`src/design/fer_pkg.sv`:
```
// Constants and types shared by the event record codec.
package fer_pkg;
    localparam int BYTE_W = 8;
    localparam int WORD_W = 16;
    localparam int FIFO_DEPTH = 8;
    localparam int CNT_W = 4;
    localparam logic [3:0] POS_ID = 4'h0;
    localparam logic [3:0] POS_LAST_QUAT = 4'h8;
    localparam logic [3:0] POS_LAST_THREE = 4'h6;
    localparam logic [3:0] LEN_ROTATION = 4'hb;
    localparam logic [3:0] LEN_THREE = 4'h7;
    localparam logic [3:0] POS_LAST_ROT = 4'ha;
    // Heading accuracy bounds in 2^-14 radian units: 0.0873 and pi.
    localparam logic [15:0] HACC_MIN = 16'h0596;
    localparam logic [15:0] HACC_MAX = 16'hc910;
    localparam logic [15:0] HACC_ZERO = 16'h0000;
    localparam logic [15:0] WORD_ZERO = 16'h0000;
    localparam logic [1:0] CAL_NONE = 2'h0;
    localparam logic [1:0] CAL_LOW = 2'h1;
    localparam logic [1:0] CAL_MED = 2'h2;
    localparam logic [1:0] CAL_HIGH = 2'h3;
    // Acceleration range codes: 2048, 4096, 8192, 16384 counts per g.
    localparam logic [1:0] RANGE_2K = 2'h0;
    localparam logic [1:0] RANGE_4K = 2'h1;
    localparam logic [1:0] RANGE_8K = 2'h2;
    localparam logic [1:0] RANGE_16K = 2'h3;
    localparam logic [15:0] CPG_2K = 16'h0800;
    localparam logic [15:0] CPG_4K = 16'h1000;
    localparam logic [15:0] CPG_8K = 16'h2000;
    localparam logic [15:0] CPG_16K = 16'h4000;
    typedef enum logic [1:0] {
        FMT_ROTATION,
        FMT_GAME_ROTATION,
        FMT_EULER,
        FMT_THREE_AXIS
    } fer_fmt_e;
    typedef enum logic [2:0] {
        SRC_PASS,
        SRC_RAW,
        SRC_CORRECTED,
        SRC_OFFSET,
        SRC_DIRECT
    } fer_src_e;
endpackage : fer_pkg

```
`src/design/fer_codec.sv`:
```
// Event record encoder and decoder for virtual sensor FIFO records.
// Function
// - Byte zero is the eight-bit sensor identifier.
// - Quaternion components signed 16-bit, low byte first.
// - Quaternion order X, Y, Z, W.
// - Bytes nine, ten carry unsigned heading accuracy.
// - Game rotation heading accuracy always zero.
// - Rotation heading accuracy clamped 0.0873 to pi.
// - Euler record carries heading, pitch, roll.
// - Three-axis record carries X, Y, Z.
// - Pass-through forwards samples unmodified.
// - Raw acceleration equals pass-through unless filter enabled.
// - Raw rate equals pass-through unless filter enabled.
// - Corrected acceleration subtracts offset; offset reported.
// - Corrected rate subtracts zero-rate offset.
// - Corrected calibration rating zero to three is latched in calTag_r but not sent in the record.
// - Rotation records 11 bytes, others 7.
// - Acceleration range is one of four codes.
`timescale 1ns/1ns
`default_nettype none
module fer_codec
    import fer_pkg::*;
(
    // Clock and reset.
    input wire logic clk,
    input wire logic sys_rst,
    // Encoder request.
    input wire logic encValid,
    output logic encReady,
    input wire fer_fmt_e encFmt,
    input wire fer_src_e encSrc,
    input wire logic [BYTE_W-1:0] encSensorId,
    input wire logic [WORD_W-1:0] encW0,
    input wire logic [WORD_W-1:0] encW1,
    input wire logic [WORD_W-1:0] encW2,
    input wire logic [WORD_W-1:0] encW3,
    input wire logic [WORD_W-1:0] encW4,
    input wire logic [WORD_W-1:0] encOff0,
    input wire logic [WORD_W-1:0] encOff1,
    input wire logic [WORD_W-1:0] encOff2,
    input wire logic [1:0] encCalAcc,
    input wire logic lowPassEn,
    // Encoded byte stream out.
    output logic txValid,
    input wire logic txReady,
    output logic [BYTE_W-1:0] txData,
    // Byte stream in for decoding.
    input wire logic rxValid,
    input wire logic [BYTE_W-1:0] rxData,
    input wire logic rxIsRotation,
    // Decoded record.
    output logic recValid,
    output logic [BYTE_W-1:0] recSensorId,
    output logic [WORD_W-1:0] recW0,
    output logic [WORD_W-1:0] recW1,
    output logic [WORD_W-1:0] recW2,
    output logic [WORD_W-1:0] recW3,
    output logic [WORD_W-1:0] recW4,
    // Range code for acceleration-type scaling.
    input wire logic [1:0] accRangeSel,
    output logic [15:0] accCountsPerG
);
    typedef enum logic [1:0] {
        ENC_IDLE,
        ENC_SEND
    } fer_enc_e;

    fer_enc_e encState_r;
    fer_enc_e encState_nxt;
    logic [BYTE_W-1:0] frame_r [11];
    logic [CNT_W-1:0] encIdx_r;
    logic [CNT_W-1:0] encLen_r;
    logic [WORD_W-1:0] lpState_r [3];
    logic [WORD_W-1:0] procW [3];
    logic [WORD_W-1:0] hacc;
    logic [1:0] calOut;
    logic [CNT_W-1:0] lenSel;
    logic fifoInReady;
    logic fifoInValid;
    logic [BYTE_W-1:0] fifoInData;
    wire isRot = (encFmt == FMT_ROTATION) || (encFmt == FMT_GAME_ROTATION);
    wire takeReq = encValid && (encState_r == ENC_IDLE);
    wire lastByte = fifoInValid && fifoInReady && (encIdx_r == encLen_r - 1'b1);

    assign encReady = (encState_r == ENC_IDLE);

    // pass-through and raw processing with optional low pass.
    genvar g;
    generate
        for (g = 0; g < 3; g++) begin : g_axis
            logic [WORD_W-1:0] inW;
            logic [WORD_W-1:0] avgW;
            assign inW = (g == 0) ? encW0 : (g == 1) ? encW1 : encW2;
            assign avgW = WORD_W'(({inW[WORD_W-1], inW} + {lpState_r[g][WORD_W-1],
                lpState_r[g]}) >>> 1);
            assign procW[g] = (encSrc == SRC_RAW && lowPassEn) ? avgW :
                (encSrc == SRC_CORRECTED) ? WORD_W'(inW - ((g == 0) ? encOff0 :
                (g == 1) ? encOff1 : encOff2)) :
                (encSrc == SRC_OFFSET) ? ((g == 0) ? encOff0 : (g == 1) ? encOff1 :
                encOff2) : inW;
            always_ff @(posedge clk) begin
                if (sys_rst) begin
                    lpState_r[g] <= WORD_ZERO;
                end else if (takeReq && encSrc == SRC_RAW) begin
                    lpState_r[g] <= procW[g];
                end
            end
        end
    endgenerate

    // zero for game rotation, clamp for full rotation.
    assign hacc = (encFmt == FMT_GAME_ROTATION) ? HACC_ZERO :
        (encW4 < HACC_MIN) ? HACC_MIN : (encW4 > HACC_MAX) ? HACC_MAX : encW4;

    // rating only on corrected records, otherwise not calibrated.
    assign calOut = (encSrc == SRC_CORRECTED) ? encCalAcc : CAL_NONE;

    // record lengths including the identifier byte.
    assign lenSel = isRot ? LEN_ROTATION : LEN_THREE;

    // range code to counts per g.
    assign accCountsPerG = (accRangeSel == RANGE_2K) ? CPG_2K :
        (accRangeSel == RANGE_4K) ? CPG_4K :
        (accRangeSel == RANGE_8K) ? CPG_8K : CPG_16K;

    always_comb begin
        encState_nxt = encState_r;
        unique case (encState_r)
            ENC_IDLE: begin
                if (encValid) begin
                    encState_nxt = ENC_SEND;
                end
            end
            ENC_SEND: begin
                if (lastByte) begin
                    encState_nxt = ENC_IDLE;
                end
            end
        endcase
    end

    always_ff @(posedge clk) begin
        if (sys_rst) begin
            encState_r <= ENC_IDLE;
            encIdx_r <= '0;
            encLen_r <= LEN_THREE;
        end else begin
            encState_r <= encState_nxt;
            if (takeReq) begin
                encIdx_r <= '0;
                encLen_r <= lenSel;
            end else if (fifoInValid && fifoInReady) begin
                encIdx_r <= encIdx_r + 1'b1;
            end
        end
    end

    // identifier at byte zero; words low byte first in order.
    always_ff @(posedge clk) begin
        if (takeReq) begin
            frame_r[0] <= encSensorId;
            frame_r[1] <= isRot || encFmt == FMT_EULER ? encW0[7:0] : procW[0][7:0];
            frame_r[2] <= isRot || encFmt == FMT_EULER ? encW0[15:8] : procW[0][15:8];
            frame_r[3] <= isRot || encFmt == FMT_EULER ? encW1[7:0] : procW[1][7:0];
            frame_r[4] <= isRot || encFmt == FMT_EULER ? encW1[15:8] : procW[1][15:8];
            frame_r[5] <= isRot || encFmt == FMT_EULER ? encW2[7:0] : procW[2][7:0];
            frame_r[6] <= isRot || encFmt == FMT_EULER ? encW2[15:8] : procW[2][15:8];
            frame_r[7] <= encW3[7:0];
            frame_r[8] <= encW3[15:8];
            // heading accuracy in bytes nine and ten.
            frame_r[9] <= hacc[7:0];
            frame_r[10] <= hacc[15:8];
        end
    end

    logic [1:0] calTag_r;
    always_ff @(posedge clk) begin
        if (sys_rst) begin
            calTag_r <= CAL_NONE;
        end else if (takeReq) begin
            calTag_r <= calOut;
        end
    end

    assign fifoInValid = (encState_r == ENC_SEND);
    assign fifoInData = frame_r[encIdx_r];

    fer_fifo #(
        .WIDTH(BYTE_W),
        .DEPTH(FIFO_DEPTH)
    ) u_fifo (
        .clk(clk),
        .sys_rst(sys_rst),
        .inValid(fifoInValid),
        .inReady(fifoInReady),
        .inData(fifoInData),
        .outValid(txValid),
        .outReady(txReady),
        .outData(txData)
    );

    // Decoder side.
    logic [CNT_W-1:0] rxIdx_r;
    logic rxRot_r;
    logic [BYTE_W-1:0] rxBuf_r [11];
    logic recValid_r;
    wire rxFirst = (rxIdx_r == POS_ID);
    wire rxRotNow = rxFirst ? rxIsRotation : rxRot_r;
    wire [CNT_W-1:0] rxLastPos = rxRotNow ? POS_LAST_ROT : POS_LAST_THREE;
    wire rxDone = rxValid && (rxIdx_r == rxLastPos);

    always_ff @(posedge clk) begin
        if (rxValid) begin
            rxBuf_r[rxIdx_r] <= rxData;
        end
    end

    // one-cycle strobe after the last byte of the record.
    always_ff @(posedge clk) begin
        if (sys_rst) begin
            rxIdx_r <= POS_ID;
            rxRot_r <= 1'b0;
            recValid_r <= 1'b0;
        end else begin
            recValid_r <= rxDone;
            if (rxValid) begin
                rxRot_r <= rxRotNow;
                rxIdx_r <= rxDone ? POS_ID : rxIdx_r + 1'b1;
            end
        end
    end

    logic [BYTE_W-1:0] recId_r;
    logic [WORD_W-1:0] recW_r [5];
    always_ff @(posedge clk) begin
        if (sys_rst) begin
            recId_r <= '0;
            for (int i = 0; i < 5; i++) begin
                recW_r[i] <= WORD_ZERO;
            end
        end else if (rxDone) begin
            recId_r <= rxBuf_r[0];
            recW_r[0] <= {rxBuf_r[2], rxBuf_r[1]};
            recW_r[1] <= {rxBuf_r[4], rxBuf_r[3]};
            recW_r[2] <= rxRotNow ? {rxBuf_r[6], rxBuf_r[5]} : {rxData, rxBuf_r[5]};
            recW_r[3] <= rxRotNow ? {rxBuf_r[8], rxBuf_r[7]} : WORD_ZERO;
            recW_r[4] <= rxRotNow ? {rxData, rxBuf_r[9]} : WORD_ZERO;
        end
    end

    assign recValid = recValid_r;
    assign recSensorId = recId_r;
    assign recW0 = recW_r[0];
    assign recW1 = recW_r[1];
    assign recW2 = recW_r[2];
    assign recW3 = recW_r[3];
    assign recW4 = recW_r[4];
endmodule : fer_codec
`default_nettype wire

```
`src/design/fer_fifo.sv`:
```
// Flip-flop FIFO with valid/ready on both sides.
`timescale 1ns/1ns
`default_nettype none
module fer_fifo #(
    parameter int WIDTH = 8,
    parameter int DEPTH = 8
) (
    // Clock and reset.
    input wire logic clk,
    input wire logic sys_rst,
    // Fill side.
    input wire logic inValid,
    output logic inReady,
    input wire logic [WIDTH-1:0] inData,
    // Drain side.
    output logic outValid,
    input wire logic outReady,
    output logic [WIDTH-1:0] outData
);
    localparam int AW = $clog2(DEPTH);
    logic [WIDTH-1:0] mem_r [DEPTH];
    logic [AW-1:0] wrPtr_r;
    logic [AW-1:0] rdPtr_r;
    logic [AW:0] count_r;
    wire push = inValid && inReady;
    wire pop = outValid && outReady;
    assign inReady = (count_r != (AW+1)'(DEPTH));
    assign outValid = (count_r != '0);
    assign outData = mem_r[rdPtr_r];
    always_ff @(posedge clk) begin
        if (push) begin
            mem_r[wrPtr_r] <= inData;
        end
    end
    always_ff @(posedge clk) begin
        if (sys_rst) begin
            wrPtr_r <= '0;
            rdPtr_r <= '0;
            count_r <= '0;
        end else begin
            if (push) begin
                wrPtr_r <= (wrPtr_r == AW'(DEPTH - 1)) ? '0 : wrPtr_r + 1'b1;
            end
            if (pop) begin
                rdPtr_r <= (rdPtr_r == AW'(DEPTH - 1)) ? '0 : rdPtr_r + 1'b1;
            end
            count_r <= count_r + (AW+1)'(push) - (AW+1)'(pop);
        end
    end
endmodule : fer_fifo
`default_nettype wire

```
`config.mk`:
```
export PLATFORM = sky130hd
export DESIGN_NAME = fer_codec
export DESIGN_NICKNAME = d
export VERILOG_FILES = /design/src/design/fer_pkg.sv /design/src/design/fer_codec.sv /design/src/design/fer_fifo.sv
export SDC_FILE = /design/constraint.sdc
export NUM_CORES = 1
export LEC_CHECK = 0
export ABC_AREA = 1
export BUFFER_PORTS_ARGS = -buffer_cell sky130_fd_sc_hd__buf_4
export CELL_PAD_IN_SITES_DETAIL_PLACEMENT = 0
export CELL_PAD_IN_SITES_GLOBAL_PLACEMENT = 1
export CORE_UTILIZATION = 39
export CTS_CLUSTER_DIAMETER = 120
export DETAILED_ROUTE_END_ITERATION = 6
export PLACE_DENSITY = 0.73
export SYNTH_ARGS = -nofsm -noshare
export SYNTH_HDL_FRONTEND = slang
export SYNTH_SLANG_ARGS = --single-unit
```
`constraint.sdc`:
```
create_clock -name clk -period 7.4 [get_ports clk]
set_clock_uncertainty 0.05 [all_clocks]
set_input_delay 0 -clock clk [delete_from_list [all_inputs] [get_ports clk]]
set_output_delay 0 -clock clk [all_outputs]
set_load 0.01 [all_outputs]
```
# Word level (Yosys, flattened, before mapping)
# Memories as Yosys holds them, arrays and structs flattened. A register that Yosys moved wholly into a read port is not among the register bits.
# Cells that the tools add are included.
classes:
  bitwise: 8
  magnitude_cmp: 2
  muxes: 59
  n_reduce_logical: 16
  n_eq_ne: 15
  add_sub_neg: 13
ops:
  columns: ["cell", "n"]
  rows:
  - ["$mux 16", 23]
  - ["$add 16x16->17", 3]
  - ["$mux 8", 6]
  - ["$sub 16x16->16", 3]
  - ["$mux 15", 3]
  - ["$mux 4", 5]
  - ["$gt 16x16->1 const B", 1]
  - ["$lt 16x11->1 const B", 1]
  - ["$mux 1", 15]
  - ["$mux 3", 4]
  - ["$add 4x1->4 const B", 2]
  - ["$eq 4x4->1", 2]
  - ["$or 1x1->1", 8]
  - ["$logic_and 1x1->1", 7]
  - ["$add 3x1->3 const B", 2]
  - ["$eq 2x1->1 const B", 3]
  - ["$eq 3x2->1 const B", 2]
  - ["$eq 3x3->1 const B", 2]
  - ["$logic_not 2->1", 3]
  - ["$add 4x1->4", 1]
  - ["$eq 2x2->1 const B", 2]
  - ["$logic_not 4->1", 1]
  - ["$mux 2", 2]
  - ["$ne 2x2->1 const B", 2]
  - ["9 further kinds", 10]
word_totals:
  out_inout_bits: 115
  mem_count: 5
  ram_bits: 368
  register_bits: 26
  word_cells: 127
memory_table:
  columns: ["name", "words", "word_bits", "rd", "rd_ports_with_merged_regs", "write_ports", "line_no", "rtl"]
  rows:
  - ["frame_r", 11, 8, 1, 1, 11, "fer_codec.sv:70", "logic [BYTE_W-1:0] frame_r [11];"]
  - ["rxBuf_r", 11, 8, 10, 1, 1, "fer_codec.sv:205", "logic [BYTE_W-1:0] rxBuf_r [11];"]
  - ["recW_r", 5, 16, 5, 0, 5, "fer_codec.sv:234", "logic [WORD_W-1:0] recW_r [5];"]
  - ["u_fifo.mem_r", 8, 8, 1, 1, 1, "fer_fifo.sv:21", "logic [WIDTH-1:0] mem_r [DEPTH];"]
  - ["lpState_r", 3, 16, 3, 0, 3, "fer_codec.sv:73", "logic [WORD_W-1:0] lpState_r [3];"]

# Depth between registers and ports, before layout
logic_depth:
  word_depth: 9
  ltp_mapped: 15
  depth_no_buf: 15

# By module
# From an unflattened synthesis, not the netlist that was laid out.
hier_totals:
  cells_unflattened: 2750
  area_unflattened_um2: 22878.2
by_module_without_submodules:
  columns: ["mod", "area_each_um2", "seq_area_each_um2", "instances", "cells_per_inst"]
  rows:
  - ["fer_codec", 19304.8, 9389.0, 1, 2376]
  - ["fer_fifo", 3573.4, 2182.1, 1, 374]

# Worst setup path after synthesis
# Ideal clock, no wire load.
synth_timing:
  path_kind: "flip-flop to flip-flop"
  start: "register encState_r[0]"
  end: "memory lpState_r[0][0], enable pin"
  t_required_ns: 6.943
  slack_ns: 1.386
  arrival_ns: 5.557
  period_less_slack_ns: 6.014
  setup_ns: 0.407
  path_buffers: 0
  path_stages_with_launch: 4
  path_cell_list: "dfxtp_1 nor2_1 nand2_1 nand2_1"
synth_lines:
  columns: ["item", "line_no", "rtl"]
  rows:
  - ["start, declared", "fer_codec.sv:68", "fer_enc_e encState_r;"]
  - ["start signal, assigned", "fer_codec.sv:148", "encState_r <= encState_nxt;"]
  - ["end, declared", "fer_codec.sv:73", null]

# Worst setup path in the final report
layout_timing:
  start: "register rxIdx_r[0]"
  end: "register rxIdx_r[1]"
layout_between:
  elab_chain_len: 6
  elab_cells_between_ends: 7
layout_lines:
  columns: ["item", "line_no", "rtl"]
  rows:
  - ["start, declared", "fer_codec.sv:203", "logic [CNT_W-1:0] rxIdx_r;"]
  - ["start signal, assigned", "fer_codec.sv:228", "rxIdx_r <= rxDone ? POS_ID : rxIdx_r + 1'b1;"]
  - ["$logic_not 4->1", "fer_codec.sv:207", "wire rxFirst = (rxIdx_r == POS_ID);"]
  - ["$mux 1", "fer_codec.sv:208", "wire rxRotNow = rxFirst ? rxIsRotation : rxRot_r;"]
  - ["$mux 4", "fer_codec.sv:209", "wire [CNT_W-1:0] rxLastPos = rxRotNow ? POS_LAST_ROT : POS_LAST_THREE;"]
  - ["$eq 4x4->1", "fer_codec.sv:210", "wire rxDone = rxValid && (rxIdx_r == rxLastPos);"]
  - ["$logic_and 1x1->1", "fer_codec.sv:210", null]
  - ["$mux 4 *", "fer_codec.sv:228", null]
# Mark *: on every way between the ends. The rest lies on a longest branch, timed or not.
# A chain may end at the register's enable or synchronous reset.

==> summary.md <==
| Metric | Value |
|---|---|
| Outcome | finished clean |
| Final Critical Period | 3.18 ns |
| Die Span Y | 243 um |
| Routability cong. | 0.888 |
| Initial DRC Count | 1380 |
| FFs w/ async S/R, synth | 0% |
| Pre-Repair DR Iteration Count | 5 |
| CTS clock-pin slew for the worst setup and hold paths | 0.07 ns |
| Dpl cells | between 3k and 4k |
| DR DRC count | 0 |
| Largest net degree at the start of global routing | 91 |
| Seq pwr share | ~45% |
| Post-synth EDFFs | 360 |
| Vias per inst | 4.99 |
| Final period util | 43.0% |
| Synth top area share | 47.9% |
| Rows | 87 |
| Sw Ratio | 28.9% |
| Setup TNS | 0 ns |
| CP endpoint kind | flop |
| Final Setup Violations | 0 |
| Top cell type by total area after synthesis | edfxtp_1 |
| Syn. warnings | 0 |
| Top_reg_cell synth | edfxtp_1 |
| Number of global-route vias before repair | 18.3k |
| Final WL | 64500 um |
| Routed vias | 19.0k |
| Avg Cell Area, Syn | 8.45 um2 |
| Finished Layout Cells | 3805 |
| CTS H-Tree Depth | 2 |
| Compound-gate portion of the synthesized area | 10.8% |
| Largest family of logic cells by synthesized area | simple AND/OR/NAND/NOR gates |
| Die ar. | 58900 um2 |
| Synth top area cells | edfxtp_1 (48%), nand2_1 (11%), inv_1 (5.9%) |
| Max-slew violations | 0 |
| Xor and xnor area share after synthesis | less than 1% |
| Nets | 3290 |
| Max cap viols | 0 |
| Startpoint types | flop |
| Worst hold path type | in2reg |
| Internal power | 4170 uW |
| P_sw | 1700 uW |
| CTS Sinks | 398 |
| CP arrival | 3.57 ns |
| F_max | 314 MHz |
| Worst EP required | 7.79 ns |
| Clock buffer depth | 3 |
| Post-Synth Simple-Gate Area | 22.7% |
| Antenna cells | 0 |
| VDD IR max | 0.000164 V |
| Seq/Total Area, Yosys | 51.2% |
| Initial Util | between 30% and 40% |
| HPWL after DPL | 47100 um |
| Initial antenna violation count | 1 |
| Clk_lat worst skew | between 0.5 and 0.6 ns |
| Core area | 56800 um2 |
| Slew headroom | 22.7% |
| IO Pins | 275 |
| Post-synthesis adder-cell area fraction | under 10% |
| Root buffer cell | clkbuf_16 |
| Combinational share of power | 20.6% |
| Mapped cell area | approximately 23000 um2 |
| Layout area overhead | 22.2% |
| Hold Fails Final Rpt | 0 |
| Clk pwr share | 34.4% |
| Pre-CTS WS | 4.32 ns |
| Port buffer count | 260 |
| Setup CP Type | reg2reg |
| Die Width | 243 um |
| WL per Instance | 16.9 um |
| GRT Util Overall | 21.6% |
| Mux share of post-synthesis cell area | 0% |
| Mapped Cells | 2671 |
| RSZ-0062 raised after global routing | false |
| Antenna Nets Post-Route | 0 |
| CTS tree | done |
| Crit Path Max Fanout | between 80 and 90 |
| Worst-margin pin slew | between 1 and 1.5 ns |
| Total grt overflow | 0 |
| Power per cell area | 213 nW/um2 |
| Pleak | 0.0125 uW |
| CTS buffer count | 41 |
| Share of layout cells above drive strength 1 | 12.1% |
| FF+latch count, synth | a little under 400 |
| First-pass GRT wire length | 100000 um |
| Min setup slack post-route | ~4.2 ns |
| Post-synth cell types | 48 |
cell type report:
class | count | area [um2]
Tap cell | 756 | 946
Clock inverter | 23 | 216
Timing Repair Buffer | 383 | 3150
Multi-Input combinational cell | 1830 | 9260
Inverter | 363 | 1360
Sequential cell | 398 | 11600
Fill cell | 5453 | 29200
Clock buffer | 52 | 1090
critical path: stages, from the launching register on:
cell and delay [ns]:
dfxtp_1 0.39, inv_1 0.08, ha_1 0.24, nand4_1 0.10, and2_4 0.22, nand2_1 0.08
o21ai_2 0.08, nand3_4 0.18, nand2_4 0.79, o32ai_1 0.15, dlygate4sd3_1 0.60
metrics by stage:
step           utilization [%]  area, um2  hold slack, ns  power, uW
2_1_floorplan                -      22600        -0.00708       3410
3_3_place_gp              44.3      25200           0.129       3830
3_5_place_dp              44.3      25200           0.130       3850
4_1_cts                   48.6      27600          0.0165       5910
5_1_grt                   48.6      27600          0.0425       6150
6_report                  48.6      27600          0.0350       5860
layer usage:
| metal | share of wire (%) | vias up | wire [um] | global-route usage, % |
|---|---|---|---|---|
| met4 | 1.5 | 0 | 955 | 4.40 |
| met2 | 47 | 497 | 30100 | 36.2 |
| met1 | 47 | 8868 | 30400 | 30.6 |
| met5 | 0 | - | 0 | 0 |
| li1 | - | 9562 | - | - |
| met3 | 4.7 | 59 | 3040 | 2.05 |
synth_stat cells (all sizes together) (19+ instances only):
| cell | instances |
|---|---|
| edfxtp | 360 |
| nor2 | 356 |
| buf | 39 |
| inv | 360 |
| nand3 | 156 |
| dfxtp | 38 |
| nand3b | 19 |
| a21oi | 164 |
| clkbuf | 52 |
| o21ai | 204 |
| ha | 106 |
| nand2 | 663 |
| o22ai | 20 |
final timing paths:
| kind | startpoint | to | slack, ns | depth (start not counted) |
|---|---|---|---|---|
| worst min-delay path | encOff0[8] | lpState_r[0][8] | 0.03 | 5 |
| worst max-delay path | rxIdx_r[0] | rxIdx_r[1] | 4.22 | 10 |
| worst max register to register | rxIdx_r[0] | rxIdx_r[1] | 4.22 | 10 |
| worst min register to register | rxBuf_r[0][6] | recSensorId[6] | 0.39 | 2 |
power by group through the flow:
stage / Clock (uW) / Combinational (uW) / Sequential [uW]
floorplan: 0 / 732 / 2680
global placement: 0 / 1140 / 2690
detailed placement: 0 / 1160 / 2690
CTS: 2060 / 1210 / 2640
global route: 2130 / 1360 / 2650
finish: 2020 / 1210 / 2640
cell usage in the layout, fill, tap and decap left out, drive strengths merged, types with 10 or more instances in the layout:
master / synthesis / layout
nand2: 663 / 663
inv: 360 / 368
edfxtp: 360 / 360
nor2: 356 / 356
buf: 39 / 273
o21ai: 204 / 204
a21oi: 164 / 164
nand3: 156 / 156
dlygate4sd3: 0 / 110
ha: 106 / 106
clkbuf: 52 / 52
dfxtp: 38 / 38
o22ai: 20 / 20
nand3b: 19 / 19
o211ai: 18 / 18
nand4: 16 / 16
xor2: 16 / 16
clkinv: 3 / 13
conb: 1 / 12
a31oi: 12 / 12
nor3: 10 / 10
repair_timing:
item                                    in CTS  in global routing
resized for setup                            0                  0
endpoints found under the setup margin       0                  0
endpoints found under the hold margin      249                  0
hold buffers                               110                  0
buffers inserted                             0                  0
kinds of logic (layout without fill, tap and decap cells):
family                   count (synthesis)  in the layout
adder cells (fa/ha/maj)                113            113
other                                    1             12
AO/OA/AOI/OAI                          449            449
flip-flops                             398            398
XOR/XNOR                                18             18
buffers and inverters                  454            821
AND/OR/NAND/NOR                       1238           1238
flip-flops by register name, indices dropped and copies added (netlist names), named ones only:
name	cells
frame_r	88
recW_r	80
rxBuf_r	80
u_fifo.mem_r	64
lpState_r	48
recSensorId	8
encIdx_r	4
rxIdx_r	4
u_fifo.count_r	4
u_fifo.rdPtr_r	3
u_fifo.wrPtr_r	3
encLen_r	2
encState_r	1
recValid	1
rxRot_r	1
(Power assumes the default switching activity.)
